==> src/hdl/pcg_pkg.sv <==
package pcg_pkg;

  // feedback layout: byte offsets of each consistent group
  localparam int unsigned FB_VALUE_OFS  = 0;
  localparam int unsigned FB_ERROR_OFS  = 4;
  localparam int unsigned FB_STATUS_OFS = 5;
  localparam int unsigned FB_LIMIT_OFS  = 6;
  localparam int unsigned FB_SPARE_OFS  = 7;
  localparam int unsigned FB_WIDE_OFS   = 8;

  // values after reset
  localparam logic [31:0] LOAD_VALUE_RST  = 32'h0000_0000;
  localparam logic [31:0] COUNT_VALUE_RST = 32'h0000_0000;
  localparam logic [31:0] LATCH_VALUE_RST = 32'h0000_0000;
  localparam logic [7:0]  SPARE_BYTE_RST  = 8'h00;

  // legal load value range, -16777216 .. +16777215
  localparam logic signed [31:0] LOAD_MIN = 32'shFF00_0000;
  localparam logic signed [31:0] LOAD_MAX = 32'sh00FF_FFFF;

  // counting limits, wrap without losing a pulse
  localparam logic [31:0] COUNT_HIGH = 32'h7FFF_FFFF;
  localparam logic [31:0] COUNT_LOW  = 32'h8000_0000;

  // what the digital input pin does
  typedef enum logic [2:0] {
    PCG_DI_INPUT,
    PCG_DI_PIN_GATE,
    PCG_DI_LATCH_RETRIG,
    PCG_DI_LATCH,
    PCG_DI_SYNC
  } pcg_di_func_t;

  // parameter assignment, static while running
  typedef struct packed {
    pcg_di_func_t di_function;
    logic         gate_cancel;     // 1: cancel, 0: interrupt
    logic         pin_gate_inv;
    logic         sync_periodic;   // 1: periodic, 0: once only
    logic         iso_mode;
    logic         wide_interface;
  } pcg_cfg_t;

  // control bits, written by the controller each bus cycle
  typedef struct packed {
    logic [31:0] load_value;
    logic        load_direct;      // one-cycle strobe
    logic        load_prepare;     // one-cycle strobe
    logic        program_gate_bit;
    logic        sync_enable_bit;
    logic        status_clear_request;
  } pcg_ctrl_t;

  typedef struct packed {
    logic       encoder_supply_fault;
    logic       rsvd6;
    logic       parameter_fault;
    logic [1:0] rsvd43;
    logic       status_clear_active;
    logic       load_error;
    logic       load_in_progress;
  } pcg_err_byte_t;

  typedef struct packed {
    logic       counting_down_flag;
    logic       counting_up_flag;
    logic [3:0] rsvd52;
    logic       input_level_flag;
    logic       internal_gate_flag;
  } pcg_dir_byte_t;

  typedef struct packed {
    logic       zero_crossing_flag;
    logic       low_limit_flag;
    logic       high_limit_flag;
    logic [3:0] rsvd41;
    logic       sync_done_flag;
  } pcg_lim_byte_t;

  // twelve feedback bytes, MSB field is byte 0
  typedef struct packed {
    logic [31:0]   count_or_latch_value;
    pcg_err_byte_t error_and_load_status;
    pcg_dir_byte_t direction_gate_input_status;
    pcg_lim_byte_t limit_zero_sync_status;
    logic [7:0]    spare_feedback_byte;
    logic [31:0]   running_count_wide;
  } pcg_fb_t;

endpackage

==> src/hdl/pcg_counter.sv <==
// Summary of operation
// - cancel gate: reopen restarts from load value
// - interrupt gate: reopen continues previous count
// - program gate alone: load or continue by parameter
// - pin already open: program gate opening continues
// - pin gate opening: load or continue by parameter
// - isochronous with pin gate: program gate counts next bus cycle
// - retrigger: edge latches count, reloads load value
// - retrigger acts only after program gate enabled
// - latch modes report latch value bytes 0-3
// - latch starts at reset value, gate untouched
// - direct load leaves latch value alone
// - retrigger: gate close interrupts, input stays active
// - isochronous: report last edge before sample instant
// - plain latch: start at load, exact edge count
// - plain latch: close cancels or interrupts, latches
// - level flag follows digital input level
// - wide interface: running count in bytes 8-11
// - sync edge loads when gated and enabled
// - once-only first edge, periodic every edge
// - sync flag sticky until status clear request
// - isochronous sync flag: edge since previous instant
// - feedback groups captured together, always consistent
// - internal gate is pin gate AND program gate
// - program gate opens on rising control bit
// - counter wraps at limits without losing pulses
module pcg_counter
  import pcg_pkg::*;
(
  // clock and reset
  input  wire logic     clk_sys,
  input  wire logic     srst,
  // parameter assignment and control interface
  input  wire pcg_cfg_t cfg,
  input  wire pcg_ctrl_t ctrl,
  input  wire logic     sample_instant,
  // pins
  input  wire logic     count_pulse_pin,
  input  wire logic     direction_pin,
  input  wire logic     digital_input_pin,
  input  wire logic     supply_short_pin,
  // feedback interface
  output pcg_fb_t       feedback
);

  // pin synchronisers: stage 1 is read only by stage 2
  logic [1:0] pulse_sync;
  logic [1:0] dir_sync;
  logic [1:0] di_sync;
  logic [1:0] short_sync;
  logic       pulse_prev;
  logic       di_prev;

  always_ff @(posedge clk_sys) begin
    if (srst) begin
      pulse_sync <= 2'h0;
      dir_sync   <= 2'h0;
      di_sync    <= 2'h0;
      short_sync <= 2'h0;
      pulse_prev <= 1'b0;
      di_prev    <= 1'b0;
    end else begin
      pulse_sync <= {pulse_sync[0], count_pulse_pin};
      dir_sync   <= {dir_sync[0], direction_pin};
      di_sync    <= {di_sync[0], digital_input_pin};
      short_sync <= {short_sync[0], supply_short_pin};
      pulse_prev <= pulse_sync[1];
      di_prev    <= di_sync[1];
    end
  end

  logic pulse_evt;
  logic count_up;
  logic di_level;
  logic di_rise;
  logic pin_level;
  logic pin_rise;

  assign pulse_evt = pulse_sync[1] & ~pulse_prev;
  assign count_up  = ~dir_sync[1];
  assign di_level  = di_sync[1];
  assign di_rise   = di_sync[1] & ~di_prev;

  logic use_pin;
  logic is_retrig;
  logic is_latch;
  logic is_sync;

  assign use_pin   = (cfg.di_function == PCG_DI_PIN_GATE);
  assign is_retrig = (cfg.di_function == PCG_DI_LATCH_RETRIG);
  assign is_latch  = (cfg.di_function == PCG_DI_LATCH);
  assign is_sync   = (cfg.di_function == PCG_DI_SYNC);

  assign pin_level = di_level ^ cfg.pin_gate_inv;
  assign pin_rise  = pin_level & ~(di_prev ^ cfg.pin_gate_inv);

  // program gate
  logic prog_bit_prev;
  logic prog_gate;
  logic prog_pending;
  logic prog_open_evt;
  logic prog_rise;

  assign prog_rise = ctrl.program_gate_bit & ~prog_bit_prev;

  always_ff @(posedge clk_sys) begin
    if (srst) begin
      prog_bit_prev <= 1'b0;
    end else begin
      prog_bit_prev <= ctrl.program_gate_bit;
    end
  end

  // an isochronous open against the pin gate waits for the next bus cycle
  always_ff @(posedge clk_sys) begin
    if (srst) begin
      prog_pending <= 1'b0;
    end else if (!ctrl.program_gate_bit) begin
      prog_pending <= 1'b0;
    end else if (prog_rise && cfg.iso_mode && use_pin && !sample_instant) begin
      prog_pending <= 1'b1;
    end else if (sample_instant) begin
      prog_pending <= 1'b0;
    end
  end

  assign prog_open_evt = ctrl.program_gate_bit && !prog_gate &&
                         ((prog_rise && !(cfg.iso_mode && use_pin && !sample_instant)) ||
                          (prog_pending && sample_instant));

  always_ff @(posedge clk_sys) begin
    if (srst) begin
      prog_gate <= 1'b0;
    end else if (!ctrl.program_gate_bit) begin
      prog_gate <= 1'b0;
    end else if (prog_open_evt) begin
      prog_gate <= 1'b1;
    end
  end

  // internal gate
  logic gate_now;
  logic gate_prev;
  logic gate_open;
  logic ever_opened;
  logic load_on_open;

  always_comb begin
    gate_now = prog_gate & (use_pin ? pin_level : 1'b1);
  end

  always_ff @(posedge clk_sys) begin
    if (srst) begin
      gate_prev   <= 1'b0;
      ever_opened <= 1'b0;
    end else begin
      gate_prev <= gate_now;
      if (gate_now) begin
        ever_opened <= 1'b1;
      end
    end
  end

  assign gate_open = gate_now & ~gate_prev;

  always_comb begin
    if (is_retrig) begin
      load_on_open = 1'b0;
    end else if (is_latch) begin
      load_on_open = !ever_opened || cfg.gate_cancel;
    end else if (use_pin) begin
      load_on_open = pin_rise && cfg.gate_cancel;
    end else begin
      load_on_open = cfg.gate_cancel;
    end
  end

  // load value
  logic [31:0] load_value;
  logic        load_bad;
  logic        load_error;
  logic        load_busy;

  assign load_bad = ($signed(ctrl.load_value) < LOAD_MIN) ||
                    ($signed(ctrl.load_value) > LOAD_MAX);

  always_ff @(posedge clk_sys) begin
    if (srst) begin
      load_value <= LOAD_VALUE_RST;
      load_error <= 1'b0;
      load_busy  <= 1'b0;
    end else begin
      load_busy <= (ctrl.load_direct | ctrl.load_prepare) & ~load_bad;
      if (ctrl.load_direct || ctrl.load_prepare) begin
        load_error <= load_bad;
        if (!load_bad) begin
          load_value <= ctrl.load_value;
        end
      end
    end
  end

  // digital input events
  logic retrig_armed;
  logic retrig_evt;
  logic latch_evt;
  logic sync_armed;
  logic sync_evt;

  always_ff @(posedge clk_sys) begin
    if (srst) begin
      retrig_armed <= 1'b0;
    end else if (is_retrig && prog_gate) begin
      retrig_armed <= 1'b1;
    end else if (!is_retrig) begin
      retrig_armed <= 1'b0;
    end
  end

  assign retrig_evt = is_retrig && retrig_armed && di_rise;
  assign latch_evt  = (is_latch && di_rise) || retrig_evt;
  assign sync_evt   = is_sync && di_rise && prog_gate &&
                      ctrl.sync_enable_bit && sync_armed;

  // once-only use is rearmed by taking the enable bit away
  always_ff @(posedge clk_sys) begin
    if (srst) begin
      sync_armed <= 1'b1;
    end else if (!ctrl.sync_enable_bit) begin
      sync_armed <= 1'b1;
    end else if (sync_evt && !cfg.sync_periodic) begin
      sync_armed <= 1'b0;
    end
  end

  // counter
  logic [31:0] count;
  logic [31:0] next_count;
  logic        step;
  logic        wrap_high;
  logic        wrap_low;
  logic        cross_zero;

  assign step      = gate_now && pulse_evt;
  assign wrap_high = step && count_up && (count == COUNT_HIGH);
  assign wrap_low  = step && !count_up && (count == COUNT_LOW);
  assign cross_zero = step && (count_up ? (count == 32'hFFFF_FFFF) :
                                          (count == 32'h0000_0000));

  always_comb begin
    if (ctrl.load_direct && !load_bad) begin
      next_count = ctrl.load_value;
    end else if (retrig_evt || sync_evt) begin
      next_count = load_value;
    end else if (gate_open && load_on_open) begin
      next_count = load_value;
    end else if (step) begin
      next_count = count_up ? count + 32'h0000_0001 : count - 32'h0000_0001;
    end else begin
      next_count = count;
    end
  end

  always_ff @(posedge clk_sys) begin
    if (srst) begin
      count <= COUNT_VALUE_RST;
    end else begin
      count <= next_count;
    end
  end

  // latch value changes only on an input edge
  logic [31:0] latch_value;

  always_ff @(posedge clk_sys) begin
    if (srst) begin
      latch_value <= LATCH_VALUE_RST;
    end else if (latch_evt) begin
      latch_value <= count;
    end
  end

  // sticky status; a set in the clearing cycle wins
  logic sync_done;
  logic sync_window;
  logic high_flag;
  logic low_flag;
  logic zero_flag;
  logic dir_up;
  logic dir_down;
  logic take;

  assign take = !cfg.iso_mode || sample_instant;

  always_ff @(posedge clk_sys) begin
    if (srst) begin
      sync_done <= 1'b0;
    end else if (sync_evt) begin
      sync_done <= 1'b1;
    end else if (ctrl.status_clear_request) begin
      sync_done <= 1'b0;
    end
  end

  // edge seen since the previous sample instant
  always_ff @(posedge clk_sys) begin
    if (srst) begin
      sync_window <= 1'b0;
    end else if (take) begin
      sync_window <= 1'b0;
    end else if (sync_evt) begin
      sync_window <= 1'b1;
    end
  end

  always_ff @(posedge clk_sys) begin
    if (srst) begin
      high_flag <= 1'b0;
      low_flag  <= 1'b0;
      zero_flag <= 1'b0;
    end else begin
      high_flag <= wrap_high | (high_flag & ~ctrl.status_clear_request);
      low_flag  <= wrap_low | (low_flag & ~ctrl.status_clear_request);
      zero_flag <= cross_zero | (zero_flag & ~ctrl.status_clear_request);
    end
  end

  always_ff @(posedge clk_sys) begin
    if (srst) begin
      dir_up   <= 1'b0;
      dir_down <= 1'b0;
    end else if (step) begin
      dir_up   <= count_up;
      dir_down <= ~count_up;
    end
  end

  // feedback image, every group taken in one cycle
  pcg_fb_t next_feedback;

  always_comb begin
    next_feedback = '0;
    next_feedback.count_or_latch_value = (is_latch || is_retrig) ?
                                         latch_value : count;
    next_feedback.error_and_load_status.encoder_supply_fault = short_sync[1];
    next_feedback.error_and_load_status.parameter_fault = cfg.pin_gate_inv && !use_pin;
    next_feedback.error_and_load_status.status_clear_active = ctrl.status_clear_request;
    next_feedback.error_and_load_status.load_error = load_error;
    next_feedback.error_and_load_status.load_in_progress = load_busy;
    next_feedback.direction_gate_input_status.counting_down_flag = dir_down;
    next_feedback.direction_gate_input_status.counting_up_flag = dir_up;
    next_feedback.direction_gate_input_status.input_level_flag = di_level;
    next_feedback.direction_gate_input_status.internal_gate_flag = gate_now;
    next_feedback.limit_zero_sync_status.zero_crossing_flag = zero_flag;
    next_feedback.limit_zero_sync_status.low_limit_flag = low_flag;
    next_feedback.limit_zero_sync_status.high_limit_flag = high_flag;
    next_feedback.limit_zero_sync_status.sync_done_flag = cfg.iso_mode ?
                                         (sync_window | sync_evt) : sync_done;
    next_feedback.spare_feedback_byte = SPARE_BYTE_RST;
    next_feedback.running_count_wide = cfg.wide_interface ? count : 32'h0000_0000;
  end

  always_ff @(posedge clk_sys) begin
    if (srst) begin
      feedback <= '0;
    end else if (take) begin
      feedback <= next_feedback;
    end
  end

endmodule

==> config.mk <==
export PLATFORM = sky130hd
export DESIGN_NAME = pcg_counter
export DESIGN_NICKNAME = d
export VERILOG_FILES = /design/src/hdl/pcg_pkg.sv /design/src/hdl/pcg_counter.sv
export SDC_FILE = /design/constraint.sdc
export NUM_CORES = 1
export LEC_CHECK = 0
export ABC_CLOCK_PERIOD_IN_PS = 3200
export BUFFER_PORTS_ARGS = -buffer_cell sky130_fd_sc_hd__buf_2
export CAP_MARGIN = 0
export CORE_ASPECT_RATIO = 0.6
export CORE_MARGIN = 2
export CORE_UTILIZATION = 39
export DETAILED_ROUTE_END_ITERATION = 8
export GPL_TIMING_DRIVEN = 0
export HOLD_SLACK_MARGIN = 0.05
export PLACE_DENSITY = 0.71
export SLEW_MARGIN = 25
export SYNTH_ARGS = -nofsm -noshare
export SYNTH_HDL_FRONTEND = slang
export SYNTH_SLANG_ARGS = --single-unit
==> constraint.sdc <==
create_clock -name clk_sys -period 3.2 [get_ports clk_sys]
set_clock_uncertainty 0.2 [all_clocks]
set_input_delay 0.16 -clock clk_sys [delete_from_list [all_inputs] [get_ports clk_sys]]
set_output_delay 0.16 -clock clk_sys [all_outputs]
set_load 0.05 [all_outputs]
# [Word-level counts from Yosys, hierarchy flattened]
# Index checks and enable logic that the tools add are counted.
[word_totals] inputBits=52 register_bits=199 output_inout_bits=96
[op_classes] n_reduce_logical=52 add_sub_neg=2 muxes=19 n_eq_ne=8 bitwise=27 n_lt_le_gt_ge=2
[op_table] cell="$mux W32" n=7
[op_table] cell="$eq A32 B32 Y1 const B" n=2
[op_table] cell="$add A32 B1 Y32 const B" n=1
[op_table] cell="$eq A32 B31 Y1 const B" n=1
[op_table] cell="$gt A32 B25 Y1 const B" n=1
[op_table] cell="$logic_not A32 Y1" n=1
[op_table] cell="$lt A32 B25 Y1 const B" n=1
[op_table] cell="$sub A32 B1 Y32 const B" n=1
[op_table] cell="$logic_and A1 B1 Y1" n=28
[op_table] cell="$mux W1" n=12
[op_table] cell="$and A1 B1 Y1" n=10
[op_table] cell="$not A1 Y1" n=10
[op_table] cell="$logic_not A1 Y1" n=8
[op_table] cell="$logic_or A1 B1 Y1" n=8
[op_table] cell="$eq A3 B2 Y1 const B" n=2
[op_table] cell="$reduce_or A2 Y1" n=3
[op_table] cell="$or A1 B1 Y1" n=5
[op_table] cell="$reduce_bool A2 Y1" n=2
[op_table] cell="$reduce_bool A4 Y1" n=1
[op_table] cell="$eq A3 B1 Y1 const B" n=1
[op_table] cell="$eq A3 B3 Y1 const B" n=1
[op_table] cell="$ne A2 B1 Y1 const B" n=1
[op_table] cell="$reduce_and A2 Y1" n=1
[op_table] cell="$xor A1 B1 Y1" n=2

# [Depth between registers and ports, before layout]
# Gate-level depths: netlist (run 1).
[depth] word_depth=11 ltp_mapped=10 mapped_depth_nobuf=8

# [Least setup slack after synthesis (run 1)]
# OpenSTA, ideal clock, no wires.
[synth_timing] path_kind="register to register" startpoint="register dir_sync[1]" endpoint="register count[20]" setup_ns=0.116 arrival_ns=2.830 path_slack_ns=0.054 path_buffers=0 period_less_slack_ns=3.146 stages_incl_launch_ff=9 cell_sequence="dfxtp_1 -> ha_1 -> a21o_1 -> a21oi_1 -> o22a_1 -> nand3_1 -> a211oi_1 -> o211ai_1 -> a31o_2"
[synth_between] elab_chain_len=5
[synth_rtl] element="from (decl)" line_no="pcg_counter.sv:48" source="logic [1:0] dir_sync;"
[synth_rtl] element="from (signal assigned)" line_no="pcg_counter.sv:64" source="dir_sync <= {dir_sync[0], direction_pin};"
[synth_rtl] element="$mux W32" line_no="pcg_counter.sv:258" source="next_count = count_up ? count + 32'h0000_0001 : count - 32'h0000_0001;"
[synth_rtl] element="$mux W32" line_no="pcg_counter.sv:257" source="end else if (step) begin"
[synth_rtl] element="$mux W32" line_no="pcg_counter.sv:255" source="end else if (gate_open && load_on_open) begin"
[synth_rtl] element="$mux W32" line_no="pcg_counter.sv:253" source="end else if (retrig_evt || sync_evt) begin"
[synth_rtl] element="$mux W32" line_no="pcg_counter.sv:251" source="if (ctrl.load_direct && !load_bad) begin"
[synth_rtl] element="to (signal assigned)" line_no="pcg_counter.sv:268" source="count <= next_count;"
[synth_rtl] element="to (decl)" line_no="pcg_counter.sv:237" source="logic [31:0] count;"
# Every way passes these cells. The select of a mux whose other input is x is not followed.
# A chain may end at the register's enable or synchronous reset.

# [Final worst setup path (run 1)]
[layout_timing] startpoint="register count[19]" endpoint="register count[30]"
[layout_between] elab_chain_len=6 elab_cells_between_ends=7 cone_classes="2 x add/sub; 5 x mux"
[layout_rtl] element="$add A32 B1 Y32 / $sub A32 B1 Y32 (equally long branches)" line_no="pcg_counter.sv:258"
[layout_rtl] element="$mux W32 (*)" line_no="pcg_counter.sv:258"
[layout_rtl] element="$mux W32 (*)" line_no="pcg_counter.sv:257"
[layout_rtl] element="$mux W32 (*)" line_no="pcg_counter.sv:255"
[layout_rtl] element="$mux W32 (*)" line_no="pcg_counter.sv:253"
[layout_rtl] element="$mux W32 (*)" line_no="pcg_counter.sv:251"
# Every way passes the cells marked *; elsewhere a longest branch is shown, timed or not. The select of a mux whose other input is x is not followed.

==> results of run 1 <==
-- cells in the final DEF, fill, tap and decap left out, types with 5 or more instances in the layout --
cell type,netlist,final
nor3_1,14,13
nor4_1,11,11
ha_1,30,30
o21ai_0,37,37
clkbuf_16,0,17
nor2b_1,20,20
o31ai_1,6,6
buf_1,7,7
nor2_1,78,78
nand2b_1,8,8
dlygate4sd3_1,0,45
nand2_1,223,223
a211oi_1,39,37
clkbuf_1,59,58
nand3_1,14,13
o221ai_1,11,11
clkinv_4,0,5
and3_1,10,10
a211o_1,5,5
xor2_1,11,11
o211ai_1,20,20
o22ai_1,5,5
a31oi_1,9,9
mux2i_1,37,37
inv_1,9,9
conb_1,1,19
buf_4,22,23
buf_2,8,134
a22o_1,33,33
a21oi_1,129,128
o21a_1,6,6
a21o_1,9,9
or4_1,5,5
xnor2_1,13,13
nand4_1,22,22
dfxtp_1,199,198
-- power breakdown --
group | switching [mW] | internal (mW) | total [mW]
sequential | 0.0456 | 2.52 | 2.56
clock | 1.05 | 1.06 | 2.11
combinational | 0.423 | 0.201 | 0.623
-- per-stage QoR --
stage / area (sq um) / util (%) / TNS, ps / instances
6_report: 11860 / 48.95 / 0 / 1711
3_3_place_gp: 10740 / 44.35 / -12930 / 1632
3_5_place_dp: 10770 / 44.47 / -869.1 / 1633
2_1_floorplan: 9711 / - / 0 / 1184
4_1_cts: 11800 / 48.71 / 0 / 1709
5_1_grt: 11860 / 48.95 / 0 / 1711
-- worst register-to-register path, delay by kind of cell (launching register included) --
kind                     cells  cell delay [ps]
AO/OA/AOI/OAI                1              360
adder cells (fa/ha/maj)      1              200
buffers and inverters        1              180
flip-flops                   1              680
AND/OR/NAND/NOR              6             1400
-- cell families after synthesis --
group           after synthesis  synth area share [%]
other cells                   1               0.03889
fa+ha+maj                    31                 4.100
simple gates                426                 20.01
buf+inv                     106                 5.164
compound gates              342                 23.36
xor+xnor                     24                 2.180
flops                       199                 41.31
mux                          37                 3.841
-- layer usage --
layer	GRT usage, %	vias up
met5	0	-
met4	7.017	0
met3	6.434	68
met2	34.73	562
met1	37.06	4675
li1	-	4592
-- sequential cells by signal (all words and copies together) (netlist names), 2 cells and up --
signal / count
short_sync: 2
count: 32
dir_sync: 2
pulse_sync: 2
di_sync: 2
load_value: 32
latch_value: 32
feedback: 77
-- cells in the mapped netlist (all sizes together), types with 4 or more instances --
cell type  number  share of area [%]
xor2           11                1.0
nor4           11               0.71
buf            38                2.5
and3           10               0.65
inv             9               0.35
mux2i          37                3.8
o21bai          4               0.31
a221oi          4               0.36
a31oi           9               0.58
a22o           33                3.0
a21o            9               0.70
nor2           78                3.0
nor3           14               0.73
nand2         223                8.7
o31ai           7               0.60
xnor2          13                1.2
dfxtp         199                 41
clkbuf         59                2.3
a21oi         129                6.7
ha             30                3.9
nand3          14               0.73
o22ai           6               0.45
nor2b          20                1.3
a211o           5               0.45
o211ai         20                1.6
or4             5               0.39
o21a            6               0.47
nand2b          8               0.52
a211oi         40                3.2
o21ai          40                2.1
nand4          23                1.6
o221ai         11                1.0
-- area by class of cell --
class                   count  area, sq um  area share [%]
multi-input cells         879         5268           44.42
flip-flops and latches    199         3988           33.63
repair buffers            174         1136           9.581
plain buffers              97        465.4           3.925
clock buffers              19        452.9           3.820
well taps                 322        402.9           3.398
clock inverters            12        111.4          0.9391
inverters                   9        33.78          0.2849
-- what timing repair did --
action / 4_1_cts / 5_1_grt
resized for setup: 3 / 9
hold buffers: 45 / 0
pin swaps: 0 / 3
hold endpoints to repair: 76 / 0
setup endpoints to repair: 8 / 10
buffers inserted: 0 / 2
-- worst min-delay path by stage --
stage / start / to / slack (ps)
final: cfg[7] / gate_prev / 100
after detailed placement: ctrl[1] / sync_armed / 160
after CTS: cfg[7] / gate_prev / 80
after global routing: cfg[7] / gate_prev / 120
after global placement: ctrl[1] / sync_armed / 150
after floorplan: ctrl[1] / sync_armed / 30
==> results.yml, run 1 <==
status:
  status: "finished, final reports clean"
finish:
  area_delta_synth_final_pct: 22.97
  antenna_cells: 0
  fillers: 2339
  drive_gt1_share_pct: 15.12
  num-nets-final: 1460
floorplan:
  floorplan.initialDensity_pct: 39.81
  die_h_um: 125.8
  placementRows: 44
  io_pins: 148
  die_w_um: 207
  design.core.area_sq_um: 24220
  dieArea_sq_um: 26040
critical_path:
  crit_buf_inv: 1
  crit_type: "reg -> reg"
  crit_path_top_delay_cell: "dfxtp_1"
  cp.depth: 9
  startpoint_type: "register"
  crit_fanout: 8
  ff2ff_path_depth: 9
  ff2ff_setup_slack_ps: 130
  cp_common_cell: "nand3_1"
  crit_start: "count[19]"
  endpoint: "count[30]"
  path_cells: "ha_1 -> buf_2 -> nand4_1 -> nor3_2 -> nand3_1 -> a211oi_2 -> nor3_1 -> or4_1 -> nand3_1"
  r2r_end: "count[30]"
  critPathCaptureType: "register"
  max_stage_delay_ps: 680
  required_ps: 3390
  r2r-start: "count[19]"
  critPathArrivalTime_ps: 3260
  path_delay_family: "simple AND/OR/NAND/NOR gates"
detailed_routing:
  route.met3.wl_um: 3681
  wl_um: 32980
  viasPerCell: 5.784
  dr.max_layer_used: "met4"
  avgRoutedWirePerCell_um: 19.28
  drt-met1-wl_um: 15360
  ant_nets: 0
  met2WireLength_um: 13220
  first_iter_violations: 1040
  vias: 9897
  dr.pass1.iters: 5
  drc: 0
min_path:
  hold_path.class: "in -> reg"
  min_path_cells: 4
sta:
  fmax_ghz: 0.3256
  timing.final.crit_share_pct: 95.97
  setup-violations-final: 0
  slew_violations: 0
  worst_pin_slew_ps: 1052
  finalHoldViolCount: 0
  slew_headroom_pct: 29.86
  period_needed_ps: 3071
  setup_slack_ps: 128.9
  rsz0062_at_grt: "false"
  worst_hold_slack_ps: 96.37
clock_tree:
  insertion_delay_ps: 450
  clockRootBuffer: "clkbuf_16"
  cts_tree: "done"
  htree_levels: 4
  cts_num_sinks: 199
  numCtsBuffers: 17
  max-clock-path-buffers: 2
  clk_pin_slew_ps: 80
power_and_ir_drop:
  ir_drop_mv: 0.3664
  powerDensity_nw_per_um2: 446.5
  p_leak_nw: 4.948
  power_mw: 5.294
flow_run:
  drv_cap: 0
place:
  post-place-ws_ps: -256.0
  io_buffers: 126
  hpwl_um: 24210
  place_congestion: 0.9297
grt:
  grt_pass1_vias: 8960
  grtUsageTotal_pct: 24.79
  grt_max_degree: 20
  grt_pass1_wl_um: 50850
  antenna_found_initial: 0
  grt_overflow: 0
logic_synthesis:
  seq_area_frac_synth_pct: 41.31
  synth_edf_count: 0
  yosys_warnings: 0
  syn-instance-count: 1166
  synthArstFlopShare_pct: 0
  netlist_area_sq_um: 9643
  synth.avg_cell_area_sq_um: 8.270
  synthDistinctLibCells: 67
  synth_ff_type: "dfxtp_1"
  synth-seq-cells: 199
No activity file was read; power rests on OpenSTA's default activity.
==> run 2, diff against run 1 <==
--- a/config.mk
+++ b/config.mk
@@ -5,6 +5,7 @@
 export SDC_FILE = /design/constraint.sdc
 export NUM_CORES = 1
 export LEC_CHECK = 0
+export ABC_AREA = 1
 export ABC_CLOCK_PERIOD_IN_PS = 3200
 export BUFFER_PORTS_ARGS = -buffer_cell sky130_fd_sc_hd__buf_2
 export CAP_MARGIN = 0
@@ -14,7 +15,7 @@
 export DETAILED_ROUTE_END_ITERATION = 8
 export GPL_TIMING_DRIVEN = 0
 export HOLD_SLACK_MARGIN = 0.05
-export PLACE_DENSITY = 0.71
+export PLACE_DENSITY = 0.7
 export SLEW_MARGIN = 25
 export SYNTH_ARGS = -nofsm -noshare
 export SYNTH_HDL_FRONTEND = slang
==> results.yml, run 2 <==
finish:
  num-nets-final: 1948
  seq_area_sq_um: 3985
  largest_register_ffs: 77
  antenna_cells: 0
  drive_gt1_share_pct: 11.61
  fin_cells: 2245
  final_cell_mix: "nand2_1, inv_1, dfxtp_1, buf_2, o21ai_0"
  fillers: 2773
  final_common_cell: "nand2_1"
  multi_input_area_sq_um: 5510
  area_delta_synth_final_pct: 21.49
  fin_area_sq_um: 13210
  top_register: "feedback"
logic_synthesis:
  synthDistinctLibCells: 40
  synth-seq-cells: 199
  yosys_warnings: 0
  synth.avg_cell_area_sq_um: 6.606
  synth_top_cells_by_area: "dfxtp_1, nand2_1, inv_1"
  syn-instance-count: 1646
  synth_area_leader_cell: "dfxtp_1"
  seq_area_frac_synth_pct: 36.64
  synth_edf_count: 0
  synth_common_cells: "nand2_1, inv_1, dfxtp_1, o21ai_0, nand3_1"
  synth_ff_type: "dfxtp_1"
  netlist_area_sq_um: 10870
  synthArstFlopShare_pct: 0
  synth_most_common_cell: "nand2_1"
  synth_top_area_share_pct: 36.64
clock_tree:
  clockRootBuffer: "clkbuf_16"
  post_cts_resized: 0
  cts_num_sinks: 199
  cts_setup_buffers: 0
  insertion_delay_ps: 460
  cts_tree: "done"
  max-clock-path-buffers: 2
  numCtsBuffers: 17
  htree_levels: 4
  clk_pin_slew_ps: 80
grt:
  grt_pass1_wl_um: 57300
  grt_overflow: 0
  grt_pass1_vias: 10266
  grtUsageTotal_pct: 25.63
  grt_max_degree: 31
  antenna_found_initial: 0
critical_path:
  cp.depth: 9
  max_stage_delay_ps: 750
  path_cells: "dlygate4sd3_1 -> buf_2 -> nand4_1 -> o21ai_0 -> o21ai_0 -> nor2_1 -> buf_2 -> nand2_1 -> o21ai_0"
  crit_type: "in -> reg"
  crit_path_top_delay_cell: "nor2_1"
  ff2ff_path_depth: 14
  crit_buf_inv: 3
  required_ps: 3370
  critPathArrivalTime_ps: 3140
  startpoint_type: "input pin"
  ff2ff_setup_slack_ps: 560
  cp_common_cell: "o21ai_0"
  critPathCaptureType: "register"
  path_delay_family: "buffers and inverters"
  crit_fanout: 10
sta:
  slew_violations: 0
  period_needed_ps: 2970
  worst_hold_slack_ps: 93.12
  setup-violations-final: 0
  timing.final.crit_share_pct: 92.81
  setup_slack_ps: 230.0
  finalHoldViolCount: 0
  rsz0062_at_grt: "false"
  fmax_ghz: 0.3367
  slew_headroom_pct: 35.65
  worst_pin_slew_ps: 956.5
place:
  placed_cell_area_sq_um: 12060
  io_buffers: 128
  place_congestion: 0.9679
  post-place-ws_ps: 467.5
  placedCellCount: 2160
  hpwl_um: 29380
detailed_routing:
  avgRoutedWirePerCell_um: 16.82
  drc: 0
  vias: 11626
  ant_nets: 0
  dr.pass1.iters: 8
  wl_um: 37770
  viasPerCell: 5.179
  first_iter_violations: 1258
power_and_ir_drop:
  power_frac_clock_pct: 40.5
  combinationalPowerShare_pct: 14.5
  p_leak_nw: 6.678
  ir_drop_mv: 0.2904
  powerDensity_nw_per_um2: 436.6
  power_mw: 5.769
  intPower_mw: 4.093
  swShare_pct: 29.05
  switchingPower_mw: 1.676
  p_seq_share_pct: 45.0
floorplan:
  design.core.area_sq_um: 27460
  dieArea_sq_um: 29280
  floorplan.initialDensity_pct: 39.60
  io_pins: 148
  placementRows: 47
  die_w_um: 219.6
  die_h_um: 133.3
min_path:
  min_path_cells: 4
  hold_path.class: "in -> reg"
flow_run:
  drv_cap: 0
status:
  status: "finished, final reports clean"
run 2: cell types whose count changed in the layout (fill, tap and decap cells not counted), sizes merged, moves of 16 or more:
| cell | change |
|---|---|
| a211oi | -36 |
| a21oi | -16 |
| a22o | -33 |
| inv | +254 |
| mux2i | -37 |
| nand2 | +204 |
| nand3 | +118 |
| nor2 | +37 |
| nor2b | -20 |
| o21ai | +92 |
| o21bai | +31 |
| o31ai | +20 |
run 2: metal layers:
layer	global-route usage [%]	share of wire, %
met5	0	0
met1	39.48	49
met2	36.44	40
met4	4.922	1.3
met3	5.434	9.9
run 2: area by class of cell:
type / instances / area share (%)
Multi-Input combinational cell: 1108 / 41.71
Sequential cell: 199 / 30.16
Timing Repair Buffer: 182 / 9.016
Inverter: 263 / 7.472
Clock buffer: 22 / 3.514
Buffer: 94 / 3.485
Tap cell: 367 / 3.476
Clock inverter: 10 / 1.165
run 2: path summary, 6_finish.rpt:
path                                   from             to
worst max-delay path               ctrl[35]  load_value[8]
worst min-delay path                   srst  load_value[5]
worst max register to register  dir_sync[1]      count[23]
worst min register to register  dir_sync[0]    dir_sync[1]
run 2: power groups by stage:
stage	Combinational (mW)	Sequential, mW	Clock [mW]
floorplan	0.420	2.75	0
global placement	0.748	2.65	0
finish	0.839	2.59	2.33
detailed placement	0.768	2.65	0
CTS	0.820	2.59	2.35
global route	0.902	2.60	2.45
run 2: metrics by stage:
step	utilization, %	TNS [ps]
2_1_floorplan	-	0
3_3_place_gp	43.85	-3501
3_5_place_dp	43.92	0
4_1_cts	48.11	0
5_1_grt	48.11	0
6_report	48.11	0
run 2: tightest hold or removal path, delay by kind of cell:
kind / cells / cell delay [ps]
AND/OR/NAND/NOR: 2 / 320
buffers and inverters: 1 / 140
AO/OA/AOI/OAI: 1 / 60
run 2: kinds of logic (layout without fill, tap and decap cells):
group	Yosys count	after routing	share of synthesized area [%]
AND/OR/NAND/NOR	710	710	27.61
other	1	19	0.03449
flip-flops	199	199	36.64
AO/OA/AOI/OAI	332	332	17.48
XOR/XNOR	16	16	1.289
buffers and inverters	357	571	13.31
adder cells (fa/ha/maj)	31	31	3.636
run 2: timing repair:
item                       4_1_cts  5_1_grt
setup endpoints to repair        0        0
hold buffers                    53        0
hold endpoints to repair        85        0
